**config.mk**
```make
export PLATFORM = sky130hd
export DESIGN_NAME = adr_regs
export DESIGN_NICKNAME = d
export VERILOG_FILES = /design/src/inc/adr_pkg.sv /design/src/hdl/adr_qdiv.sv /design/src/hdl/adr_regs.sv /design/src/hdl/adr_sat_code.sv
export SDC_FILE = /design/constraint.sdc
export NUM_CORES = 1
export LEC_CHECK = 0
export BUFFER_PORTS_ARGS = -buffer_cell sky130_fd_sc_hd__buf_4
export CAP_MARGIN = 40
export CORE_AREA = 2 2 94 96
export CTS_CLUSTER_DIAMETER = 30
export CTS_CLUSTER_SIZE = 8
export DETAILED_ROUTE_END_ITERATION = 7
export DIE_AREA = 0 0 96 98
export PLACE_DENSITY = 0.78
export SYNTH_ARGS = -nofsm -noshare
export SYNTH_HDL_FRONTEND = slang
export SYNTH_SLANG_ARGS = --single-unit
```
**constraint.sdc**
```tcl
create_clock -name CLK_SYS -period 1.7 [get_ports CLK_SYS]
set_clock_uncertainty 0.05 [all_clocks]
set_input_delay 0.085 -clock CLK_SYS [delete_from_list [all_inputs] [get_ports CLK_SYS]]
set_output_delay 0.085 -clock CLK_SYS [all_outputs]
set_load 0.05 [all_outputs]
```
**src/inc/adr_pkg.sv**
```systemverilog
`default_nettype none
package adr_pkg;
  // ----------------------------------------------------------------
  // bus geometry
  // ----------------------------------------------------------------
  localparam int unsigned ADR_REG_W = 16;
  localparam int unsigned ADR_BYTE_W = 8;
  localparam int unsigned ADR_LANES = 2;
  localparam logic [15:0] ADR_HALF_ZERO = 16'h0000;

  // ----------------------------------------------------------------
  // register indices and byte addresses (address = index * 4)
  // ----------------------------------------------------------------
  localparam logic [3:0] ADR_IDX_COARSE = 4'hc;
  localparam logic [3:0] ADR_IDX_FINE = 4'hd;
  localparam logic [3:0] ADR_IDX_SYNC = 4'he;
  localparam logic [3:0] ADR_IDX_RSVD_F = 4'hf;
  localparam logic [7:0] ADR_ADDR_COARSE = {2'b00, ADR_IDX_COARSE, 2'b00};
  localparam logic [7:0] ADR_ADDR_FINE = {2'b00, ADR_IDX_FINE, 2'b00};
  localparam logic [7:0] ADR_ADDR_SYNC = {2'b00, ADR_IDX_SYNC, 2'b00};
  localparam logic [7:0] ADR_ADDR_RSVD_F = {2'b00, ADR_IDX_RSVD_F, 2'b00};
  localparam logic [7:0] ADR_ADDR_STATUS = 8'h40;

  // ----------------------------------------------------------------
  // reset values
  // ----------------------------------------------------------------
  localparam logic [15:0] ADR_COARSE_RST = 16'h0004;
  localparam logic [15:0] ADR_FINE_RST = 16'h0000;
  localparam logic [15:0] ADR_SYNC_RST = 16'h0003;
  localparam logic [15:0] ADR_RSVD_F_VAL = 16'h0018;

  // ----------------------------------------------------------------
  // field positions
  // ----------------------------------------------------------------
  localparam int unsigned ADR_COARSE_MSB = 15;
  localparam int unsigned ADR_COARSE_LSB = 4;
  localparam int unsigned ADR_ADJ_EN_BIT = 3;
  localparam int unsigned ADR_DCC_BIT = 2;
  localparam int unsigned ADR_FINE_MSB = 15;
  localparam int unsigned ADR_FINE_LSB = 10;
  localparam int unsigned ADR_RCD_MSB = 15;
  localparam int unsigned ADR_RCD_LSB = 7;
  localparam int unsigned ADR_PHASE_MSB = 4;
  localparam int unsigned ADR_PHASE_LSB = 3;
  localparam int unsigned ADR_FOLLOW_BIT = 2;
  localparam int unsigned ADR_OUTDIS_BIT = 1;
  localparam int unsigned ADR_RSTDIS_BIT = 0;
  localparam int unsigned ADR_STAT_SAT_BIT = 0;
  localparam int unsigned ADR_STAT_OUT_BIT = 1;
  localparam int unsigned ADR_STAT_RST_BIT = 2;

  // ----------------------------------------------------------------
  // code limits and delay spans
  // ----------------------------------------------------------------
  localparam int unsigned ADR_COARSE_W = 12;
  localparam int unsigned ADR_FINE_W = 6;
  localparam int unsigned ADR_RCD_W = 9;
  localparam int unsigned ADR_PHASES = 4;
  localparam logic [11:0] ADR_COARSE_MAX = 12'h097f;
  localparam logic [5:0] ADR_FINE_MAX = 6'h3f;
  localparam logic [8:0] ADR_RCD_MAX = 9'h13f;
  localparam int unsigned ADR_COARSE_SPAN_PS = 825;
  localparam int unsigned ADR_FINE_SPAN_FS = 2300;
  localparam int unsigned ADR_RCD_SPAN_PS = 1000;

  // ----------------------------------------------------------------
  // quarter-rate divider
  // ----------------------------------------------------------------
  localparam logic [1:0] ADR_DIV_ZERO = 2'b00;
  localparam logic [1:0] ADR_DIV_STEP = 2'b01;
endpackage : adr_pkg
`default_nettype wire

```
**src/hdl/adr_qdiv.sv**
```systemverilog
`default_nettype none
module adr_qdiv
  import adr_pkg::*;
(
  input wire logic clk,
  input wire logic rst,
  input wire logic restart,
  input wire logic drive,
  output logic out_a_q,
  output logic out_b_q
);
  logic [1:0] cnt_q;
  logic [1:0] cnt_d;
  logic out_d;

  // ----------------------------------------------------------------
  // divide by four, restartable for phase alignment
  // ----------------------------------------------------------------
  always_comb begin
    if (restart) begin
      cnt_d = ADR_DIV_ZERO;
    end else begin
      cnt_d = cnt_q + ADR_DIV_STEP;
    end
    out_d = drive && cnt_d[1];
  end

  always_ff @(posedge clk) begin
    if (rst) begin
      cnt_q <= ADR_DIV_ZERO;
      out_a_q <= 1'b0;
      out_b_q <= 1'b0;
    end else begin
      cnt_q <= cnt_d;
      out_a_q <= out_d;
      out_b_q <= out_d;
    end
  end
endmodule : adr_qdiv
`default_nettype wire

```
**src/hdl/adr_regs.sv**
```systemverilog
// Functional notes
// - coarse code bits 15:4 sets clock delay
// - coarse and fine delays apply only when adjust enable set
// - fine code bits 15:10 adds binary delay
// - duty-cycle fix on by default, bit 2
// - phase select picks latch phase quadrant
// - follower mode aligns dividers to reference
// - reference outputs carry quarter clock when enabled, held low while output clock reset is active
// - output enable independent of follower mode
// - output clock reset ignored while disabled
//
// The implementer's own choice: the APB register port.
`default_nettype none
module adr_regs
  import adr_pkg::*;
(
  input wire logic CLK_SYS,
  input wire logic SYS_RST,
  input wire logic PSEL,
  input wire logic PENABLE,
  input wire logic PWRITE,
  input wire logic [7:0] PADDR,
  input wire logic [31:0] PWDATA,
  input wire logic [3:0] PSTRB,
  output logic PREADY,
  output logic [31:0] PRDATA,
  output logic PSLVERR,
  input wire logic REF_CLK_IN,
  input wire logic OUTPUT_CLOCK_RESET_INPUT,
  output logic [11:0] COARSE_DELAY_CODE,
  output logic [5:0] FINE_DELAY_CODE,
  output logic DUTY_CYCLE_FIX_ENABLE,
  output logic [8:0] REF_CLOCK_DELAY,
  output logic [1:0] PHASE_SELECT,
  output logic [3:0] LATCH_PHASE,
  output logic FOLLOWER_MODE_ENABLE,
  output logic REF_CLOCK_OUT_A,
  output logic REF_CLOCK_OUT_B,
  output logic OUTPUT_CLOCK_RESET
);
  // ----------------------------------------------------------------
  // declarations
  // ----------------------------------------------------------------
  logic [15:0] coarse_q;
  logic [15:0] coarse_d;
  logic [15:0] fine_q;
  logic [15:0] fine_d;
  logic [15:0] sync_q;
  logic [15:0] sync_d;
  logic pready_q;
  logic pready_d;
  logic pslverr_q;
  logic pslverr_d;
  logic [31:0] prdata_q;
  logic [31:0] prdata_d;
  logic setup;
  logic wr_en;
  logic hit_coarse;
  logic hit_fine;
  logic hit_sync;
  logic hit_rsvd;
  logic hit_status;
  logic hit_none;
  logic [15:0] wmask;
  logic [15:0] rd_word;
  logic [15:0] status_word;
  logic [11:0] coarse_raw;
  logic [5:0] fine_raw;
  logic [8:0] rcd_raw;
  logic adj_en;
  logic duty_q;
  logic duty_d;
  logic follow_q;
  logic follow_d;
  logic [1:0] phase_q;
  logic [1:0] phase_d;
  logic [3:0] latch_q;
  logic [3:0] latch_d;
  logic clkrst_q;
  logic clkrst_d;
  logic ref_in_q;
  logic ref_rise;
  logic qdiv_restart;

  // ----------------------------------------------------------------
  // apb decode
  // ----------------------------------------------------------------
  assign setup = PSEL && !PENABLE;
  assign wr_en = PSEL && PENABLE && PWRITE && pready_q;

  always_comb begin
    hit_coarse = 1'b0;
    hit_fine = 1'b0;
    hit_sync = 1'b0;
    hit_rsvd = 1'b0;
    hit_status = 1'b0;
    hit_none = 1'b0;
    if (PADDR == ADR_ADDR_COARSE) begin
      hit_coarse = 1'b1;
    end else if (PADDR == ADR_ADDR_FINE) begin
      hit_fine = 1'b1;
    end else if (PADDR == ADR_ADDR_SYNC) begin
      hit_sync = 1'b1;
    end else if (PADDR == ADR_ADDR_RSVD_F) begin
      hit_rsvd = 1'b1;
    end else if (PADDR == ADR_ADDR_STATUS) begin
      hit_status = 1'b1;
    end else begin
      hit_none = 1'b1;
    end
  end

  // byte lanes 0 and 1 cover the 16-bit registers
  for (genvar g = 0; g < ADR_LANES; g++) begin : g_lane
    assign wmask[g*ADR_BYTE_W +: ADR_BYTE_W] = {ADR_BYTE_W{PSTRB[g]}};
  end

  // ----------------------------------------------------------------
  // register storage
  // ----------------------------------------------------------------
  always_comb begin
    coarse_d = coarse_q;
    fine_d = fine_q;
    sync_d = sync_q;
    if (wr_en && hit_coarse) begin
      coarse_d = (coarse_q & ~wmask) | (PWDATA[15:0] & wmask);
    end
    if (wr_en && hit_fine) begin
      fine_d = (fine_q & ~wmask) | (PWDATA[15:0] & wmask);
    end
    if (wr_en && hit_sync) begin
      sync_d = (sync_q & ~wmask) | (PWDATA[15:0] & wmask);
    end
  end

  always_ff @(posedge CLK_SYS) begin
    if (SYS_RST) begin
      coarse_q <= ADR_COARSE_RST;
      fine_q <= ADR_FINE_RST;
      sync_q <= ADR_SYNC_RST;
    end else begin
      coarse_q <= coarse_d;
      fine_q <= fine_d;
      sync_q <= sync_d;
    end
  end

  // ----------------------------------------------------------------
  // read path and bus answer
  // ----------------------------------------------------------------
  always_comb begin
    status_word = ADR_HALF_ZERO;
    status_word[ADR_STAT_SAT_BIT] = coarse_raw > ADR_COARSE_MAX;
    status_word[ADR_STAT_OUT_BIT] = REF_CLOCK_OUT_A;
    status_word[ADR_STAT_RST_BIT] = clkrst_q;
  end

  always_comb begin
    if (hit_coarse) begin
      rd_word = coarse_q;
    end else if (hit_fine) begin
      rd_word = fine_q;
    end else if (hit_sync) begin
      rd_word = sync_q;
    end else if (hit_rsvd) begin
      rd_word = ADR_RSVD_F_VAL;
    end else if (hit_status) begin
      rd_word = status_word;
    end else begin
      rd_word = ADR_HALF_ZERO;
    end
  end

  always_comb begin
    pready_d = setup;
    pslverr_d = setup && hit_none;
    if (setup && !PWRITE) begin
      prdata_d = {ADR_HALF_ZERO, rd_word};
    end else begin
      prdata_d = '0;
    end
  end

  always_ff @(posedge CLK_SYS) begin
    if (SYS_RST) begin
      pready_q <= 1'b0;
      pslverr_q <= 1'b0;
      prdata_q <= '0;
    end else begin
      pready_q <= pready_d;
      pslverr_q <= pslverr_d;
      prdata_q <= prdata_d;
    end
  end

  assign PREADY = pready_q;
  assign PSLVERR = pslverr_q;
  assign PRDATA = prdata_q;

  // ----------------------------------------------------------------
  // delay codes
  // ----------------------------------------------------------------
  assign coarse_raw = coarse_q[ADR_COARSE_MSB:ADR_COARSE_LSB];
  assign fine_raw = fine_q[ADR_FINE_MSB:ADR_FINE_LSB];
  assign rcd_raw = sync_q[ADR_RCD_MSB:ADR_RCD_LSB];
  assign adj_en = coarse_q[ADR_ADJ_EN_BIT];

  adr_sat_code #(
    .W(ADR_COARSE_W),
    .MAX_CODE(ADR_COARSE_MAX)
  ) u_coarse (
    .clk(CLK_SYS),
    .rst(SYS_RST),
    .apply(adj_en),
    .code(coarse_raw),
    .code_q(COARSE_DELAY_CODE)
  );

  adr_sat_code #(
    .W(ADR_FINE_W),
    .MAX_CODE(ADR_FINE_MAX)
  ) u_fine (
    .clk(CLK_SYS),
    .rst(SYS_RST),
    .apply(adj_en),
    .code(fine_raw),
    .code_q(FINE_DELAY_CODE)
  );

  adr_sat_code #(
    .W(ADR_RCD_W),
    .MAX_CODE(ADR_RCD_MAX)
  ) u_rcd (
    .clk(CLK_SYS),
    .rst(SYS_RST),
    .apply(1'b1),
    .code(rcd_raw),
    .code_q(REF_CLOCK_DELAY)
  );

  // ----------------------------------------------------------------
  // clocking controls
  // ----------------------------------------------------------------
  assign ref_rise = REF_CLK_IN && !ref_in_q;

  always_comb begin
    duty_d = coarse_q[ADR_DCC_BIT];
    follow_d = sync_q[ADR_FOLLOW_BIT];
    phase_d = sync_q[ADR_PHASE_MSB:ADR_PHASE_LSB];
    clkrst_d = OUTPUT_CLOCK_RESET_INPUT && !sync_q[ADR_RSTDIS_BIT];
  end

  // one-hot latch quadrant: 0, 90, 180, 270 degrees
  for (genvar p = 0; p < ADR_PHASES; p++) begin : g_phase
    assign latch_d[p] = phase_d == 2'(p);
  end

  always_ff @(posedge CLK_SYS) begin
    if (SYS_RST) begin
      duty_q <= ADR_COARSE_RST[ADR_DCC_BIT];
      follow_q <= ADR_SYNC_RST[ADR_FOLLOW_BIT];
      phase_q <= ADR_SYNC_RST[ADR_PHASE_MSB:ADR_PHASE_LSB];
      latch_q <= 4'h1 << ADR_SYNC_RST[ADR_PHASE_MSB:ADR_PHASE_LSB];
      clkrst_q <= 1'b0;
      ref_in_q <= 1'b0;
    end else begin
      duty_q <= duty_d;
      follow_q <= follow_d;
      phase_q <= phase_d;
      latch_q <= latch_d;
      clkrst_q <= clkrst_d;
      ref_in_q <= REF_CLK_IN;
    end
  end

  assign DUTY_CYCLE_FIX_ENABLE = duty_q;
  assign FOLLOWER_MODE_ENABLE = follow_q;
  assign PHASE_SELECT = phase_q;
  assign LATCH_PHASE = latch_q;
  assign OUTPUT_CLOCK_RESET = clkrst_q;

  // follower realigns on each rising reference edge; an output clock reset also restarts
  assign qdiv_restart = (follow_q && ref_rise) || clkrst_q;

  // drive depends only on the disable bit, never on mode
  adr_qdiv u_qdiv (
    .clk(CLK_SYS),
    .rst(SYS_RST),
    .restart(qdiv_restart),
    .drive(!sync_q[ADR_OUTDIS_BIT]),
    .out_a_q(REF_CLOCK_OUT_A),
    .out_b_q(REF_CLOCK_OUT_B)
  );
endmodule : adr_regs
`default_nettype wire

```
**src/hdl/adr_sat_code.sv**
```systemverilog
`default_nettype none
module adr_sat_code
  import adr_pkg::*;
#(
  parameter int unsigned W = 12,
  parameter logic [W-1:0] MAX_CODE = '1
) (
  input wire logic clk,
  input wire logic rst,
  input wire logic apply,
  input wire logic [W-1:0] code,
  output logic [W-1:0] code_q
);
  logic [W-1:0] code_d;

  // ----------------------------------------------------------------
  // applied code: zero when off, clamped at the top
  // ----------------------------------------------------------------
  always_comb begin
    if (!apply) begin
      code_d = '0;
    end else if (code > MAX_CODE) begin
      code_d = MAX_CODE;
    end else begin
      code_d = code;
    end
  end

  always_ff @(posedge clk) begin
    if (rst) begin
      code_q <= '0;
    end else begin
      code_q <= code_d;
    end
  end
endmodule : adr_sat_code
`default_nettype wire

```
# Word level (Yosys, flattened, before mapping)
# Index checks and enable logic that the tools add are counted.
[op_classes]
add_sub_neg = 1
n_lt_le_gt_ge = 3
eq_ne = 8
mux = 29
bitwise_logic = 10
n_reduce_logical = 25
[ops]
columns = ["operator", "count"]
rows = [
  ["16-bit bitwise AND", 4],
  ["16-bit 2-to-1 mux", 3],
  ["16-bit bitwise OR", 3],
  ["8-bit by 6-bit equality test with 1-bit output (second input constant)", 4],
  ["1-bit 2-to-1 mux", 20],
  ["16-bit NOT", 1],
  ["1-bit logical AND", 13],
  ["12-bit greater-than comparator (second input constant)", 1],
  ["12-bit 2-to-1 mux", 1],
  ["9-bit greater-than comparator (second input constant)", 1],
  ["9-bit 2-to-1 mux", 1],
  ["8-bit by 7-bit equality test with 1-bit output (second input constant)", 1],
  ["2-bit OR reduction", 4],
  ["6-bit greater-than comparator (second input constant)", 1],
  ["6-bit 2-to-1 mux", 1],
  ["1-bit zero test", 5],
  ["5-bit 2-to-1 mux", 1],
  ["2-bit equality test (second input constant)", 2],
  ["3-bit 2-to-1 mux", 1],
  ["3-bit OR reduction", 1],
  ["2-bit by 1-bit adder with 2-bit output (second input constant)", 1],
  ["2-bit by 1-bit equality test with 1-bit output (second input constant)", 1],
  ["2-bit zero test", 1],
  ["2-bit 2-to-1 mux", 1],
  ["2 further kinds", 3],
]
[word_totals]
ff_bits = 122
input_bits = 51
output_inout_bits = 72
word_cells = 97

# Logic depth before layout (Yosys ltp)
[logic_depth]
word_depth = 11
ltp_mapped = 6
depth_no_buf = 4

# Modules after synthesis
# Synthesis repeated with hierarchy kept, for this count alone.
[hier_totals]
hier_cells = 397
area_unflattened_um2 = 4111.4
[modules_own_cells]
columns = ["module", "n_inst", "cells_per_inst", "area_per_inst_um2", "seq_area_each_um2"]
rows = [
  ["adr_regs", 1, 319, 3153.0, 1521.5],
  ["adr_sat_code (u_coarse)", 1, 30, 385.4, 240.2],
  ["adr_sat_code (u_rcd)", 1, 28, 299.0, 180.2],
  ["adr_sat_code (u_fine)", 1, 12, 172.7, 120.1],
  ["adr_qdiv", 1, 8, 101.3, 60.1],
]

# Worst setup path before layout
# No wires, ideal clock.
[synth_timing]
path_kind = "register to register"
startpoint = "register pready_q, in the netlist PREADY"
endpoint = "register with a tool-made name"
setup_ns = 0.120
arrival_ns = 1.703
t_required_ns = 1.530
path_slack_ns = -0.173
path_stages_with_launch = 6
path_buffers = 1
synth_period_minus_slack_ns = 1.873
cell_sequence = "dfxtp_1 and4_1 nand2_1 or4_1 buf_4 mux2i_1"
[synth_rtl]
columns = ["element", "line", "source"]
rows = [
  ["from (decl)", "adr_regs.sv:50", "logic pready_q;"],
  ["from (signal assigned)", "adr_regs.sv:190", "pready_q <= pready_d;"],
]

==> summary.md <==
| Metric | Value |
|---|---|
| Status | finished, final reports clean |
| Die area | between 9000 and 10000 um^2 |
| Worst path cell trace | and4_4, nand2_1, or4_1, buf_4, mux2i_2 |
| Yosys warns | 0 |
| Startpoint Class | register |
| Antenna cells | 0 |
| Tmin final | around 1.6 ns |
| CP max-delay cell | or4_1 |
| Storage cell area | 2130 um^2 |
| RD Place Congestion | ~0.8 |
| DR vias/cell | about 5.1 |
| Max-cap violation count | 0 |
| Drt wl/cell | ~15 um |
| LEAKAGE | between 2 and 2.5 nW |
| I/O Pins | between 100 and 150 |
| Starting density of the core | just under 50% |
| WL final | 9470 um |
| Crit path DAT | 1.85 ns |
| H-tree levels | 3 |
| Nets | a little under 600 |
| First-pass GRT wire length | between 15000 and 20000 um |
| Routed vias | 3255 |
| Overall power | roughly 4.4 mW |
| Pre-antenna DRT Iters | 5 |
| Pwr per Cell Area | about 820 nW/um^2 |
| Die Height | around 98 um |
| Final Hold Vio Count | 0 |
| Number of fill cells | around 700 |
| Worst skew pair latency | 0.37 ns |
| FF-to-FF path depth | 5 |
| Post-route ant nets | 0 |
| CTS buffer count | 9 |
| Area Growth Syn to Fin | 27.3% |
| Worst-path clk slew | roughly 0.1 ns |
| Syn Area/Cell | 9.95 um^2 |
| Worst hold start | PWDATA[3] |
| Syn Inst Count | 420 |
| Crit. End Element | register |
| Crit path from | PREADY |
| CTS tree | done |
| Proportion of layout cells with a drive suffix above 1 | roughly a quarter |
| Clock Sinks | approximately 110 |
| DR DRC count | 0 |
| Hold Path Class | input pin to register |
| Relative slew slack | between 50% and 60% |
| Core ar. | roughly 8500 um^2 |
| F_max | just over 0.6 GHz |
| Crit-path max cell delay | ~0.4 ns |
| Sequential-to-total area share from yosys stat | roughly 51% |
| Setup Viol. Count Final | 0 |
| Final Core Density | a little over three fifths |
| Fin crit share | between 90 and 100% |
| Longest Clk Path Bufs | 2 |
| Die W | around 96 um |
| GR Overflow Total | 0 |
| Unique cell type count in the Yosys netlist | approximately 40 |
| Synthesized area | between 4000 and 5000 um^2 |
| Rows | 34 |
| Initial drt markers | 170 |
| Worst slew pin tran | roughly 0.7 ns |
| GRT Resource Usage Total | between 20% and 30% |
| Worst reg2reg setup slack | between 0.05 and 0.06 ns |
| WS Path Type | register to register |
| Hold Path Depth | 3 |
| CP max FO | 8 |
| Pins Over Slew Limit | 0 |
| Area occupied by multi-input gates | around 1900 um^2 |
| Synth async-reset ratio | 0% |
| Largest net degree at the start of global routing | slightly above 50 |
| Port Buffers | roughly 90 |
| Main synth FF type | dfxtp_1 |
| Vias in the first global route | 3103 |
| Root Buffer | clkbuf_8 |
| Unrepaired setup endpoints after global routing | no |
| Worst VDD drop | about 0.00059 V |
| HPWL Detailed | approximately 6600 um |
| Critical Path RT | approximately 1.9 ns |
| Initial antenna violation count | 0 |
| Number of synthesized flops with an enable pin | 0 |
| RR Startpoint | PREADY |
| #FFs+latches synth | 106 |
[cells in the mapped netlist, types with 2 or more instances]
library cell    n  share of area (%)
nor3b_1         5               0.90
nand2b_1       68                 10
o22ai_1         2               0.30
mux2i_1        41                9.8
mux2_2          2               0.54
a21oi_1         4               0.48
nor2b_1        23                3.4
and2_1          9                1.3
inv_1           3               0.27
clkbuf_1       15                1.3
a22oi_1         2               0.36
a2111oi_0       3               0.63
nand2_1         3               0.27
o21ai_0        16                1.9
buf_4          18                3.2
nor2_2          3               0.45
nand3b_1        3               0.54
buf_2           2               0.24
a2111oi_2       8                2.9
dfxtp_1       106                 51
nor3_1          3               0.36
nand3_1         4               0.48
or3_4           2               0.54
nor2_1         56                5.0
a211oi_1        3               0.54
[cells in the final DEF (no fill, tap or decap), drive strengths merged, types with 3 or more instances in the layout]
master       instances
nor3                 3
a211oi               3
nand3                4
nand3b               3
nand2                3
nor2                59
a2111oi             11
mux2i               41
a21oi                4
clkinv               3
conb                16
dlygate4sd3         14
and2                 9
nand2b              68
nor3b                6
o21ai               16
nor2b               23
inv                  4
buf                105
clkbuf              10
dfxtp              106
[layer usage]
| metal | part of all wire (%) | vias up | track usage (%) |
|---|---|---|---|
| met1 | 45 | 1530 | 28.6 |
| met5 | 0 | - | 0 |
| met4 | 2.0 | 0 | 6.37 |
| li1 | - | 1586 | - |
| met2 | 46 | 123 | 33.9 |
| met3 | 6.8 | 16 | 4.09 |
[layout make-up]
class	instances	share of cell area, %
well taps	108	2.54
flip-flops and latches	106	39.9
inverters	3	0.212
multi-input cells	289	35.6
clock inverters	6	1.22
clock buffers	10	2.59
repair buffers	119	17.9
[worst max-delay path by stage]
| stage | end | slack [ns] | cells past startpoint |
|---|---|---|---|
| final | register | 0.06 | 5 |
| after global routing | register | 0.02 | 5 |
| after floorplan | register | 0.06 | 5 |
| after detailed placement | PRDATA[15] | -0.04 | 4 |
| after global placement | PRDATA[15] | 0.07 | 4 |
| after CTS | register | 0.03 | 5 |
[per-stage QoR]
stage / setup TNS, ns / hold slack (ns) / instance area [um^2] / cells / worst slack (ns)
after floorplan: 0 / 0.106 / 4240 / 435 / 0.0627
after global placement: 0 / 0.214 / 4970 / 611 / 0.0728
after detailed placement: -0.0372 / 0.225 / 4970 / 611 / -0.0372
after CTS: 0 / 0.000969 / 5310 / 640 / 0.0261
after global routing: 0 / 0.0242 / 5320 / 641 / 0.0157
final: 0 / 0.0160 / 5320 / 641 / 0.0563
[critical path: cells and delay by family (launching register included)]
family,cells,cell delay [ns]
mux,1,0.16
buf+inv,1,0.20
flops,1,0.36
simple gates,3,0.77
[timing repair]
item                                    CTS  global route
hold buffers                             13             1
resized for setup                         0             3
endpoints found under the hold margin    23             1
setup buffers                             0             0
endpoints found under the setup margin    0            15
[power breakdown]
group	internal (mW)	total, mW	switching (mW)
logic	0.133	0.331	0.198
clock network	0.724	1.56	0.841
registers	2.49	2.49	0.00366
total	3.34	4.39	1.04
[cell families after synthesis]
group	Yosys count	share of synthesized area [%]
AND/OR/NAND/NOR	188	25.5
flip-flops	106	50.8
multiplexers	43	10.4
AO/OA/AOI/OAI	41	7.66
buffers and inverters	40	5.45
XOR/XNOR	1	0.210
other	1	0.0897
No activity file was read; power rests on OpenSTA's default activity.
